$ cat src/logic/tpc_consts.svh
// Constants for the trigger pin controller: register offsets, field
// positions, reset values and timing figures.
// Assumes a 250 MHz system clock and a 32-bit register bus.
`ifndef TPC_CONSTS_SVH
`define TPC_CONSTS_SVH

// Byte offsets of the registers
`define TPC_OFS_IN_CFG 5'h00
`define TPC_OFS_VSET 5'h04
`define TPC_OFS_FSET 5'h08
`define TPC_OFS_OUT_CFG 5'h0c
`define TPC_OFS_STATUS 5'h10
`define TPC_OFS_CMD 5'h14

// Input configuration fields
`define TPC_IN_ACT_LSB 0
`define TPC_IN_WID_LSB 8
`define TPC_IN_STAT_BIT 16
`define TPC_IN_SLOT_LSB 24
// Output configuration fields
`define TPC_OUT_SRC_LSB 0
`define TPC_OUT_WID_LSB 8
`define TPC_OUT_LVL_BIT 16
// Command bits
`define TPC_CMD_IN_BIT 0
`define TPC_CMD_OUT_BIT 1

// Reset values
`define TPC_RST_IN_CFG 32'h0000_0000
`define TPC_RST_VSET 16'h0000
`define TPC_RST_FSET 16'h1388
`define TPC_RST_OUT_CFG 32'h0000_0000

// Timing
`define TPC_CLK_PERIOD_NS 4
`define TPC_MS_NS 1000000
`define TPC_MS_CYCLES (`TPC_MS_NS / `TPC_CLK_PERIOD_NS)
`define TPC_IN_WID_ZERO_MS 6'h05
`define TPC_WID_MAX_MS 6'h3c

`endif

$ cat src/logic/tpc_pkg.sv
// Types for the trigger pin controller.
// Assumes tpc_consts.svh carries all numeric constants except the enum codes below.
package tpc_pkg;

   typedef enum logic [2:0] {
      TPC_ACT_NONE = 3'h0,
      TPC_ACT_OUTPUT = 3'h1,
      TPC_ACT_SETTING = 3'h2,
      TPC_ACT_PRESET = 3'h3,
      TPC_ACT_SURGE = 3'h4
   } tpc_in_action_t;

   typedef enum logic [2:0] {
      TPC_SRC_NONE = 3'h0,
      TPC_SRC_OUTPUT = 3'h1,
      TPC_SRC_SETTING = 3'h2,
      TPC_SRC_PRESET = 3'h3,
      TPC_SRC_ALL = 3'h4
   } tpc_out_source_t;

   typedef enum logic [1:0] {
      TPC_IN_IDLE = 2'h0,
      TPC_IN_MEASURE = 2'h1,
      TPC_IN_WAIT_LOW = 2'h2
   } tpc_in_state_t;

   // Requests toward the instrument's engines
   typedef struct packed {
      logic out_ctrl_pulse;
      logic out_state;
      logic setting_pulse;
      logic [15:0] volt_value;
      logic [15:0] freq_value;
      logic preset_pulse;
      logic [3:0] preset_slot;
      logic surge_start;
      logic remote_trig;
   } tpc_action_t;

   // Events reported by the instrument
   typedef struct packed {
      logic output_on;
      logic output_off;
      logic setting_change;
      logic preset_save;
      logic preset_load;
   } tpc_event_t;

endpackage : tpc_pkg

$ cat src/logic/tpc_trigger_pin_ctrl.sv
// Trigger pin controller: qualifies the trigger input pin, fires the
// selected action, and drives the trigger output pin from internal events.
// Assumes events and test mode come from logic on i_clk; the input pin is
// asynchronous. Registers are reached over Avalon-MM with waitrequest.
//
// Decided for this implementation: the register offsets and the Avalon-MM interface to the registers.
`include "tpc_consts.svh"
`timescale 1ns/100ps
`default_nettype none

module tpc_trigger_pin_ctrl #(
   parameter int unsigned P_MS_CYCLES = `TPC_MS_CYCLES
) (
   input wire logic i_clk,
   input wire logic i_sys_rst,
   input wire logic [4:0] i_avs_address,
   input wire logic i_avs_read,
   input wire logic i_avs_write,
   input wire logic [31:0] i_avs_writedata,
   input wire logic [3:0] i_avs_byteenable,
   output logic [31:0] o_avs_readdata,
   output logic o_avs_waitrequest,
   input wire logic i_trig_in,
   output logic o_trig_out,
   input wire logic i_test_mode,
   input wire tpc_pkg::tpc_event_t i_evt,
   output var tpc_pkg::tpc_action_t o_act
);

   logic [31:0] in_cfg_reg;
   logic [15:0] vset_reg;
   logic [15:0] fset_reg;
   logic [31:0] out_cfg_reg;
   logic wait_reg;
   logic [31:0] rdata_reg;
   logic sync1_reg;
   logic sync2_reg;
   tpc_pkg::tpc_in_state_t in_state_reg;
   logic [31:0] in_cyc_reg;
   logic [5:0] in_ms_reg;
   logic out_busy_reg;
   logic [31:0] out_cyc_reg;
   logic [5:0] out_ms_reg;
   logic out_latch_reg;
   logic trig_out_reg;
   logic remote_in_reg;
   logic remote_out_reg;
   tpc_pkg::tpc_action_t act_reg;

   logic wr_en;
   logic rd_en;
   logic [31:0] be_mask;
   tpc_pkg::tpc_in_action_t in_action;
   tpc_pkg::tpc_out_source_t out_source;
   logic [5:0] in_width;
   logic [5:0] in_need_ms;
   logic [5:0] out_width;
   logic out_level;
   logic in_qualified;
   logic in_fire;
   logic out_event;

   assign be_mask = {{8{i_avs_byteenable[3]}}, {8{i_avs_byteenable[2]}},
                     {8{i_avs_byteenable[1]}}, {8{i_avs_byteenable[0]}}};
   // A request is answered in the cycle after it is seen
   assign wr_en = i_avs_write && !wait_reg;
   assign rd_en = i_avs_read && !wait_reg;

   assign in_action = tpc_pkg::tpc_in_action_t'(in_cfg_reg[`TPC_IN_ACT_LSB +: 3]);
   assign in_width = in_cfg_reg[`TPC_IN_WID_LSB +: 6];
   assign out_source = tpc_pkg::tpc_out_source_t'(out_cfg_reg[`TPC_OUT_SRC_LSB +: 3]);
   assign out_width = out_cfg_reg[`TPC_OUT_WID_LSB +: 6];
   assign out_level = out_cfg_reg[`TPC_OUT_LVL_BIT];

   assign in_need_ms = (in_width == 6'h00) ? `TPC_IN_WID_ZERO_MS : in_width;

   // Bus handshake: waitrequest drops for exactly one cycle per request
   always_ff @(posedge i_clk or posedge i_sys_rst) begin
      if (i_sys_rst) begin
         wait_reg <= 1'b1;
      end else if ((i_avs_read || i_avs_write) && wait_reg) begin
         wait_reg <= 1'b0;
      end else begin
         wait_reg <= 1'b1;
      end
   end

   // Configuration registers
   always_ff @(posedge i_clk or posedge i_sys_rst) begin
      if (i_sys_rst) begin
         in_cfg_reg <= `TPC_RST_IN_CFG;
         vset_reg <= `TPC_RST_VSET;
         fset_reg <= `TPC_RST_FSET;
         out_cfg_reg <= `TPC_RST_OUT_CFG;
      end else if (wr_en) begin
         if (i_avs_address == `TPC_OFS_IN_CFG) begin
            in_cfg_reg <= (in_cfg_reg & ~be_mask) | (i_avs_writedata & be_mask);
         end else if (i_avs_address == `TPC_OFS_VSET) begin
            vset_reg <= (vset_reg & ~be_mask[15:0]) | (i_avs_writedata[15:0] & be_mask[15:0]);
         end else if (i_avs_address == `TPC_OFS_FSET) begin
            fset_reg <= (fset_reg & ~be_mask[15:0]) | (i_avs_writedata[15:0] & be_mask[15:0]);
         end else if (i_avs_address == `TPC_OFS_OUT_CFG) begin
            out_cfg_reg <= (out_cfg_reg & ~be_mask) | (i_avs_writedata & be_mask);
         end
      end
   end

   // Remote trigger commands, one-cycle pulses
   always_ff @(posedge i_clk or posedge i_sys_rst) begin
      if (i_sys_rst) begin
         remote_in_reg <= 1'b0;
         remote_out_reg <= 1'b0;
      end else begin
         remote_in_reg <= wr_en && (i_avs_address == `TPC_OFS_CMD)
                          && i_avs_byteenable[0] && i_avs_writedata[`TPC_CMD_IN_BIT];
         remote_out_reg <= wr_en && (i_avs_address == `TPC_OFS_CMD)
                           && i_avs_byteenable[0] && i_avs_writedata[`TPC_CMD_OUT_BIT];
      end
   end

   // Read data; unmapped and write-only offsets read as zero
   always_ff @(posedge i_clk or posedge i_sys_rst) begin
      if (i_sys_rst) begin
         rdata_reg <= 32'h0000_0000;
      end else if ((i_avs_read || i_avs_write) && wait_reg) begin
         if (i_avs_address == `TPC_OFS_IN_CFG) begin
            rdata_reg <= in_cfg_reg;
         end else if (i_avs_address == `TPC_OFS_VSET) begin
            rdata_reg <= {16'h0000, vset_reg};
         end else if (i_avs_address == `TPC_OFS_FSET) begin
            rdata_reg <= {16'h0000, fset_reg};
         end else if (i_avs_address == `TPC_OFS_OUT_CFG) begin
            rdata_reg <= out_cfg_reg;
         end else if (i_avs_address == `TPC_OFS_STATUS) begin
            rdata_reg <= {26'h0, out_busy_reg, out_latch_reg, trig_out_reg,
                          in_state_reg, i_test_mode};
         end else begin
            rdata_reg <= 32'h0000_0000;
         end
      end
   end

   // Two-stage synchronizer on the input pin
   always_ff @(posedge i_clk or posedge i_sys_rst) begin
      if (i_sys_rst) begin
         sync1_reg <= 1'b0;
         sync2_reg <= 1'b0;
      end else begin
         sync1_reg <= i_trig_in;
         sync2_reg <= sync1_reg;
      end
   end

   // Width counted from the cycle after the synchronized rise, so a pulse must last
   // at least one clock more than the full width to qualify and a shorter one never does.
   assign in_qualified = (in_state_reg == tpc_pkg::TPC_IN_MEASURE) && sync2_reg
                         && (in_cyc_reg == P_MS_CYCLES - 1)
                         && (in_ms_reg + 6'h01 >= in_need_ms);

   // Measurement state machine, one fire per pulse
   always_ff @(posedge i_clk or posedge i_sys_rst) begin
      if (i_sys_rst) begin
         in_state_reg <= tpc_pkg::TPC_IN_IDLE;
         in_cyc_reg <= 32'h0000_0000;
         in_ms_reg <= 6'h00;
      end else begin
         case (in_state_reg)
            tpc_pkg::TPC_IN_IDLE: begin
               in_cyc_reg <= 32'h0000_0000;
               in_ms_reg <= 6'h00;
               if (sync2_reg) begin
                  in_state_reg <= tpc_pkg::TPC_IN_MEASURE;
               end
            end
            tpc_pkg::TPC_IN_MEASURE: begin
               if (!sync2_reg) begin
                  in_state_reg <= tpc_pkg::TPC_IN_IDLE;
               end else if (in_qualified) begin
                  in_state_reg <= tpc_pkg::TPC_IN_WAIT_LOW;
               end else if (in_cyc_reg == P_MS_CYCLES - 1) begin
                  in_cyc_reg <= 32'h0000_0000;
                  in_ms_reg <= in_ms_reg + 6'h01;
               end else begin
                  in_cyc_reg <= in_cyc_reg + 32'h0000_0001;
               end
            end
            tpc_pkg::TPC_IN_WAIT_LOW: begin
               if (!sync2_reg) begin
                  in_state_reg <= tpc_pkg::TPC_IN_IDLE;
               end
            end
            default: begin
               in_state_reg <= tpc_pkg::TPC_IN_IDLE;
            end
         endcase
      end
   end

   // Pin-driven actions are blocked while a test mode runs
   assign in_fire = (in_qualified && !i_test_mode) || remote_in_reg;

   // Action requests; values are held, strobes last one cycle
   always_ff @(posedge i_clk or posedge i_sys_rst) begin
      if (i_sys_rst) begin
         act_reg <= '0;
      end else begin
         act_reg.out_ctrl_pulse <= 1'b0;
         act_reg.setting_pulse <= 1'b0;
         act_reg.preset_pulse <= 1'b0;
         act_reg.surge_start <= 1'b0;
         act_reg.out_state <= in_cfg_reg[`TPC_IN_STAT_BIT];
         act_reg.volt_value <= vset_reg;
         act_reg.freq_value <= fset_reg;
         act_reg.preset_slot <= in_cfg_reg[`TPC_IN_SLOT_LSB +: 4];
         // Remote requests are always passed on
         act_reg.remote_trig <= remote_in_reg;
         if (in_fire) begin
            case (in_action)
               tpc_pkg::TPC_ACT_OUTPUT: begin
                  act_reg.out_ctrl_pulse <= 1'b1;
               end
               tpc_pkg::TPC_ACT_SETTING: begin
                  act_reg.setting_pulse <= 1'b1;
               end
               tpc_pkg::TPC_ACT_PRESET: begin
                  act_reg.preset_pulse <= 1'b1;
               end
               tpc_pkg::TPC_ACT_SURGE: begin
                  act_reg.surge_start <= 1'b1;
               end
               default: begin
                  act_reg.out_ctrl_pulse <= 1'b0;
               end
            endcase
         end
      end
   end

   // Output source selection
   always_comb begin
      out_event = 1'b0;
      case (out_source)
         tpc_pkg::TPC_SRC_OUTPUT: begin
            out_event = i_evt.output_on || i_evt.output_off;
         end
         tpc_pkg::TPC_SRC_SETTING: begin
            out_event = i_evt.setting_change;
         end
         tpc_pkg::TPC_SRC_PRESET: begin
            out_event = i_evt.preset_save || i_evt.preset_load;
         end
         tpc_pkg::TPC_SRC_ALL: begin
            out_event = |i_evt;
         end
         default: begin
            out_event = 1'b0;
         end
      endcase
      // Internal events ignored in test modes; remote still works
      out_event = (out_event && !i_test_mode) || remote_out_reg;
   end

   // Pulse timer; a new event during a pulse restarts it
   always_ff @(posedge i_clk or posedge i_sys_rst) begin
      if (i_sys_rst) begin
         out_busy_reg <= 1'b0;
         out_cyc_reg <= 32'h0000_0000;
         out_ms_reg <= 6'h00;
      end else if (out_event && (out_width != 6'h00)) begin
         out_busy_reg <= 1'b1;
         out_cyc_reg <= 32'h0000_0000;
         out_ms_reg <= 6'h00;
      end else if (out_busy_reg) begin
         if (out_cyc_reg == P_MS_CYCLES - 1) begin
            out_cyc_reg <= 32'h0000_0000;
            out_ms_reg <= out_ms_reg + 6'h01;
            if (out_ms_reg + 6'h01 >= out_width) begin
               out_busy_reg <= 1'b0;
            end
         end else begin
            out_cyc_reg <= out_cyc_reg + 32'h0000_0001;
         end
      end
   end

   // Static mode: event latches the pin until the output setup is rewritten
   always_ff @(posedge i_clk or posedge i_sys_rst) begin
      if (i_sys_rst) begin
         out_latch_reg <= 1'b0;
      end else if (out_event && (out_width == 6'h00)) begin
         out_latch_reg <= 1'b1;
      end else if (wr_en && (i_avs_address == `TPC_OFS_OUT_CFG)) begin
         out_latch_reg <= 1'b0;
      end
   end

   // Level applies only at zero width; idle is the opposite level
   always_ff @(posedge i_clk or posedge i_sys_rst) begin
      if (i_sys_rst) begin
         trig_out_reg <= 1'b0;
      end else if (out_width == 6'h00) begin
         trig_out_reg <= out_latch_reg ? out_level : !out_level;
      end else begin
         trig_out_reg <= out_busy_reg;
      end
   end

   assign o_avs_waitrequest = wait_reg;
   assign o_avs_readdata = rdata_reg;
   assign o_trig_out = trig_out_reg;
   assign o_act = act_reg;

endmodule : tpc_trigger_pin_ctrl

`default_nettype wire
$ cat config.mk
export PLATFORM = sky130hd
export DESIGN_NAME = tpc_trigger_pin_ctrl
export DESIGN_NICKNAME = d
export VERILOG_FILES = /design/src/logic/tpc_pkg.sv /design/src/logic/tpc_trigger_pin_ctrl.sv
export VERILOG_INCLUDE_DIRS = /design/src /design/src/logic
export SDC_FILE = /design/constraint.sdc
export NUM_CORES = 1
export LEC_CHECK = 0
export ABC_AREA = 1
export CAP_MARGIN = 10
export CORE_MARGIN = 4
export CORE_UTILIZATION = 40
export CTS_CLUSTER_DIAMETER = 50
export DETAILED_ROUTE_END_ITERATION = 10
export DONT_BUFFER_PORTS = 1
export PLACE_DENSITY_LB_ADDON = 0.3
export SETUP_SLACK_MARGIN = 0.15
export SLEW_MARGIN = 20
export SYNTH_ARGS = -nofsm -noshare
export SYNTH_HDL_FRONTEND = slang
export SYNTH_SLANG_ARGS = --single-unit
$ cat constraint.sdc
create_clock -name i_clk -period 14.61 [get_ports i_clk]
set_input_delay 1.461 -clock i_clk [delete_from_list [all_inputs] [get_ports i_clk]]
set_output_delay 1.461 -clock i_clk [all_outputs]
set_load 0.02 [all_outputs]
==> results of run 1 <==
-- per-stage QoR --
stage / instances / setup WS (ns) / area, µm² / hold slack [ns]
final: 2075 / 11.22 / 14400 / 0.367
after global routing: 2075 / 11.05 / 14400 / 0.389
after CTS: 2075 / 11.31 / 14400 / 0.369
after detailed placement: 2009 / 10.75 / 13100 / 0.335
after global placement: 2009 / 10.78 / 13100 / 0.361
after floorplan: 1659 / 6.12 / 12800 / 0.331
-- path summary, 6_finish.rpt --
| kind | from | end | slack [ns] | depth (start not counted) |
|---|---|---|---|---|
| min in group asynchronous | i_sys_rst | out_cyc_reg[26] | 0.88 | 1 |
| max in group asynchronous | i_sys_rst | in_cyc_reg[8] | 12.41 | 2 |
| worst max-delay path | i_avs_address[1] | register | 11.22 | 5 |
| worst min register to register | sync1_reg | sync2_reg | 0.37 | 0 |
| worst min-delay path | sync1_reg | sync2_reg | 0.37 | 0 |
| worst max register to register | in_ms_reg[0] | in_cyc_reg[12] | 11.78 | 14 |
-- synth_stat cells, drive strengths merged --
cell type  instances
clkbuf            27
o21a               1
nand3            146
nand3b             5
dfstp              6
nor4               2
a21o               1
buf               32
and3               1
o22ai              7
nor3               7
or2                2
nand4             44
ha                16
nor3b              1
o21ai            132
xnor2             11
and2               2
o211ai             7
o31ai              1
a21oi             72
nor2             222
dfrtp            250
o21bai             4
xor2              20
nand2            484
inv              156
-- layout make-up --
class                   count  area, µm²
multi-input cells        1188       5560
clock buffers              39        932
flip-flops and latches    256       6410
repair buffers              7       56.3
inverters                 156        593
clock inverters            27        348
well taps                 402        503
fillers                  3097      17200
-- critical path, stage by stage --
cell and delay (ns):
nor2_2 0.77, and3_1 0.84, nand3_2 0.48, nand2_1 0.15, o21ai_1 0.08
-- report_power, final --
part / total [mW] / switching [mW] / internal, mW
sequential: 0.861 / 0.0894 / 0.771
combinational: 0.194 / 0.131 / 0.0629
clock: 0.922 / 0.346 / 0.577
total: 1.98 / 0.566 / 1.41
-- cell families (layout without fill, tap and decap cells) --
group           Yosys count  after routing  synth area share, %
compound gates          225            225                 9.12
fa+ha+maj                16             16                 1.56
xor+xnor                 31             31                 2.12
simple gates            916            916                 30.4
buf+inv                 215            229                 6.81
flops                   256            256                 50.0
-- routing by layer --
layer | GRT usage (%) | wire length, µm | vias up
met5 | 0 | 0 | -
met4 | 5.57 | 707 | 0
met3 | 5.73 | 2670 | 46
met2 | 31.2 | 15900 | 299
met1 | 27.2 | 15700 | 5229
li1 | - | - | 5334
==> metrics.md, run 1 <==
| Metric | Value |
|---|---|
| Vias in the first global route | `10553` |
| Crit path DAT | `3.80 ns` |
| DR vias/cell | `5.26` |
| Final hold vios | `0` |
| Post-CTS setup buffer count | `0` |
| Clock latency on the worst-skew pair | `0.53 ns` |
| DPL Wire Length | `23.9 mm` |
| Post-route setup TNS | `0 ns` |
| Unrepaired setup endpoints after global routing | `false` |
| Req. time, crit path | `15.02 ns` |
| Post-synth top area cell | `dfrtp_1` |
| CP Launch Type | `input port` |
| # setup viols final | `0` |
| Gr ovfl total | `0` |
| Cts bufs inserted | `36` |
| Clk_skew | `0.0166 ns` |
| Post-layout util | `45.5%` |
| Hold buffer count at CTS | `0` |
| Diode count | `0` |
| Global-route wire length before repair | `57.3 mm` |
| Syn nets | `1727` |
| Fin. max-slew vios | `0` |
| P per Cell Area | `137 nW/µm²` |
| Die height | `187 µm` |
| Yosys reg bits | `256` |
| Nets | `1713` |
| Drt wl/cell | `16.9 µm` |
| RD Place Congestion | `0.883` |
| Total power | `1.98 mW` |
| CTS sink count | `256` |
| Initial core utilization | `40.6%` |
| Post-synth cell types | `38` |
| Syn avg cell area | `7.74 µm²` |
| Rel. slew slack | `30.6%` |
| Crit end category | `register` |
| Total I/O pin count | `128` |
| Number of port buffers | `0` |
| Core ar. | `31600 µm²` |
| Register area share after synthesis | `50.0%` |
| Number of detailed-route iterations in the first pass | `6` |
| FP Rows | `65` |
| Mapped Cells | `1659` |
| DRT antenna net count | `0` |
| Outcome | `completed` |
| Clk root buf | `clkbuf_16` |
| Final worst-path cycle share | `23.2%` |
| Detailed Route WL | `35.0 mm` |
| GRT Resource Usage Total | `19.9%` |
| Iteration-0 DRC count of the detailed router | `687` |
| Area share of the largest cell type after synthesis | `48.7%` |
| Die area | `35000 µm²` |
| Layout cell share with drive strength beyond 1 | `7.05%` |
| Worst Tran Pin Value | `1.04 ns` |
| DRC | `0` |
| Most common cell after layout, fill and taps aside | `nand2_1` |
| Count of maximum capacitance violations | `0` |
| Initial antenna violation count | `0` |
| Worst setup path category | `in -> reg` |
| Mapped Area | `12800 µm²` |
| Die width | `187 µm` |
| Clock Path Buffers | `3` |
| HP Class | `reg -> reg` |
| Post-CTS Resized | `0` |
| Reg clk slew, reported paths | `0.06 ns` |
| Layout area overhead | `12.2%` |
| Final min period | `3.39 ns` |
| CTS tree | `yes` |
| Max H-tree Level | `2` |
| Most frequent cells in the layout | `475 x nand2_1, 250 x dfrtp_1, 207 x nor2_1` |
| Crit Path Max Fanout | `21` |
| Ranking of synthesized cells by area | `dfrtp_1 49%, nand2_1 14%, nor2_1 6.1%` |
| Via count | `10908` |
| Worst VDD drop | `0.000117 V` |
| Yosys warning count | `0` |
| Largest net degree at the start of global routing | `107` |
| Pleak | `6.72 nW` |
| Fmax | `295 MHz` |
Note: power is estimated with default switching activity, not from simulation.
==> inputs of run 2 (changes only) <==
--- a/config.mk
+++ b/config.mk
@@ -6,7 +6,7 @@
 export SDC_FILE = /design/constraint.sdc
 export NUM_CORES = 1
 export LEC_CHECK = 0
-export ABC_AREA = 1
+export ABC_AREA = 0
 export CAP_MARGIN = 10
 export CORE_MARGIN = 4
 export CORE_UTILIZATION = 40
==> constraint.sdc (replaced) <==
create_clock -name i_clk -period 2.9 [get_ports i_clk]
set_input_delay 0.29 -clock i_clk [delete_from_list [all_inputs] [get_ports i_clk]]
set_output_delay 0.29 -clock i_clk [all_outputs]
set_load 0.02 [all_outputs]
==> run 2 against run 1 <==
Critical path depth is 5 higher. Register-to-register slack worse by 11 ns. Synthesized cell count is 38% lower. Critical path type is now reg -> reg. Final cell count is 28% lower. Total power grew to 4.8 times the previous value. Largest power group is now registers. Utilization is 3.2 points higher. Sequential cell count stayed put. Global-route usage is 2.3 points lower. Design area is 5.5% lower.
==> metrics.md, run 2 <==
| Metric | Value |
|---|---|
| Count of maximum capacitance violations | `0` |
| Vias in the first global route | `8330` |
| Commonest cells post-synth | `250 x dfrtp_1, 96 x mux2_2, 81 x a21oi_1` |
| Most frequent cells in the layout | `250 x dfrtp_1, 96 x mux2_2, 80 x a21oi_1` |
| Crit path DAT | `3.07 ns` |
| RR Startpoint | `in_ms_reg[1]` |
| Largest net degree at the start of global routing | `78` |
| Req. time, crit path | `3.36 ns` |
| Placed cells | `1394` |
| Detailed Route WL | `27.7 mm` |
| Pleak | `6.00 nW` |
| CP Launch Type | `register` |
| Die area | `31300 µm²` |
| Max H-tree Level | `1` |
| Iteration-0 DRC count of the detailed router | `476` |
| Post-synth cell types | `63` |
| FP Rows | `61` |
| Number of detailed-route iterations in the first pass | `5` |
| Crit end category | `register` |
| Global-route wire length before repair | `45.4 mm` |
| Number of cells on the worst reg-to-reg path | `10` |
| DRT antenna net count | `0` |
| Mapped Area | `11400 µm²` |
| Final setup margin | `0.295 ns` |
| Critical R2R Capture | `in_cyc_reg[16]` |
| Layout cell share with drive strength beyond 1 | `20.1%` |
| Syn avg cell area | `11.1 µm²` |
| DRC | `0` |
| Worst Tran Pin Value | `0.676 ns` |
| Yosys warning count | `0` |
| Reg clk slew, reported paths | `0.06 ns` |
| Clock Path Buffers | `3` |
| # setup viols final | `0` |
| Clock latency on the worst-skew pair | `0.55 ns` |
| Dpl ws | `0.229 ns` |
| DR vias/cell | `5.50` |
| HP Class | `in -> reg` |
| Most common cell after layout, fill and taps aside | `dfrtp_1` |
| Unrepaired setup endpoints after global routing | `true` |
| Final cell count without fillers | `1494` |
| Core ar. | `27900 µm²` |
| Primary FF master, synth | `dfrtp_1` |
| Register area | `6410 µm²` |
| GRT Resource Usage Total | `17.7%` |
| Reg2reg setup slack | `0.29 ns` |
| Area share of the largest cell type after synthesis | `54.8%` |
| Initial core utilization | `40.9%` |
| Nets | `1159` |
| Hold WS | `0.0295 ns` |
| Worst VDD drop | `0.000474 V` |
| CTS sink count | `256` |
| Crit Path Max Fanout | `5` |
| Clk root buf | `clkbuf_16` |
| Syn nets | `1093` |
| Post-route setup TNS | `0 ns` |
| Final min period | `2.61 ns` |
| Number of port buffers | `0` |
| FFs w/ async S/R, synth | `100%` |
| Initial antenna violation count | `1` |
| DPL Wire Length | `18.8 mm` |
| Ranking of synthesized cells by area | `dfrtp_1 55%, mux2_2 9.5%, a21oi_1 3.6%` |
| Worst setup path category | `reg -> reg` |
| Total I/O pin count | `128` |
| Count leader, synth | `dfrtp_1` |
| Mapped Cells | `1025` |
| P per Cell Area | `701 nW/µm²` |
| Die height | `177 µm` |
| Yosys reg bits | `256` |
| Filler Cells Inserted | `2535` |
| Rel. slew slack | `54.8%` |
| Layout area overhead | `19.2%` |
| Register area share after synthesis | `56.2%` |
| Cts bufs inserted | `30` |
| Fin. max-slew vios | `0` |
| Post-synth top area cell | `dfrtp_1` |
| EDFF count, synth | `0` |
| Drt wl/cell | `18.5 µm` |
| Clk_skew | `0.0152 ns` |
| Setup crit start | `in_ms_reg[1]` |
| Die width | `177 µm` |
| Outcome | `completed` |
| CTS tree | `yes` |
| Multi-input gate area | `4760 µm²` |
| Gr ovfl total | `0` |
| Via count | `8217` |
| Final worst-path cycle share | `89.8%` |
| Critical Path Sink | `in_cyc_reg[16]` |
| Fmax | `384 MHz` |
| RD Place Congestion | `0.836` |
| Final hold vios | `0` |
run 2: cell count changes in the layout (fill, tap and decap cells not counted), sizes merged, moves of 15 or more:
| cell | change |
|---|---|
| o21ai | -66 |
| inv | -130 |
| and3 | +15 |
| a22oi | +32 |
| nor2 | -158 |
| mux2 | +97 |
| dlygate4sd3 | +35 |
| nand2 | -402 |
| nand4 | -24 |
| nand3 | -111 |
| buf | +36 |
run 2: area by class of cell:
cell class / count / share of cell area [%]
Inverter: 27 / 0.772
Clock inverter: 21 / 2.12
Antenna cell: 1 / 0.0184
Clock buffer: 35 / 5.96
Tap cell: 378 / 3.48
Timing Repair Buffer: 79 / 5.53
Multi-Input combinational cell: 697 / 35.0
Sequential cell: 256 / 47.1
run 2: how the worst min path moves through the flow:
stage / depth (start not counted) / endpoint / start / slack (ns)
floorplan: 0 / sync1_reg / i_trig_in / 0.32
global placement: 1 / in_cyc_reg[27] / i_sys_rst / 0.25
detailed placement: 1 / in_cyc_reg[27] / i_sys_rst / 0.26
CTS: 3 / o_avs_readdata[15] / i_avs_address[2] / 0.007
global route: 3 / o_avs_readdata[15] / i_avs_address[2] / 0.05
finish: 3 / o_avs_readdata[3] / i_avs_address[2] / 0.03
run 2: timing repair:
action | CTS | global route
buffers inserted | 0 | 7
resized for setup | 0 | 7
hold endpoints to repair | 117 | 0
endpoints found under the setup margin | 0 | 24
hold buffers | 35 | 0
run 2: where the power goes:
group	total [mW]	internal, mW	switching, mW
Sequential	4.47	3.96	0.510
Combinational	1.00	0.475	0.528
Clock	4.07	2.48	1.58
Total	9.54	6.92	2.62
run 2: routing by layer:
metal | vias up | wire [µm] | track usage, %
met3 | 42 | 1680 | 4.29
met5 | - | 0 | 0
met4 | 0 | 604 | 4.29
met1 | 4116 | 12800 | 25.2
met2 | 196 | 12600 | 27.4
li1 | 3863 | - | -
run 2: cells by family (layout without fill, tap and decap cells):
logic type	Yosys count	after routing	synth area share (%)
other	0	1	0
AO/OA/AOI/OAI	227	227	12.1
XOR/XNOR	38	38	2.92
AND/OR/NAND/NOR	315	315	14.5
multiplexers	101	101	9.95
flip-flops	256	256	56.2
buffers and inverters	72	162	2.56
adder cells (fa/ha/maj)	16	16	1.75
run 2: critical path, cell delays in order (launching register included):
cell and delay [ns]:
dfrtp_1 0.42, ha_4 0.18, nand3_1 0.12, xnor2_2 0.17
ha_1 0.31, o211ai_1 0.17, o221ai_1 0.14, buf_4 0.18
a21o_1 0.22, or4_1 0.47, a31oi_1 0.14
run 2: through the flow:
stage / cell area (µm²) / power (mW) / util (%)
after global routing: 13600 / 9.99 / 48.7
after floorplan: 11400 / 5.14 / -
after CTS: 13500 / 9.61 / 48.3
after detailed placement: 12100 / 5.45 / 43.1
final: 13600 / 9.54 / 48.7
after global placement: 12100 / 5.42 / 43.1
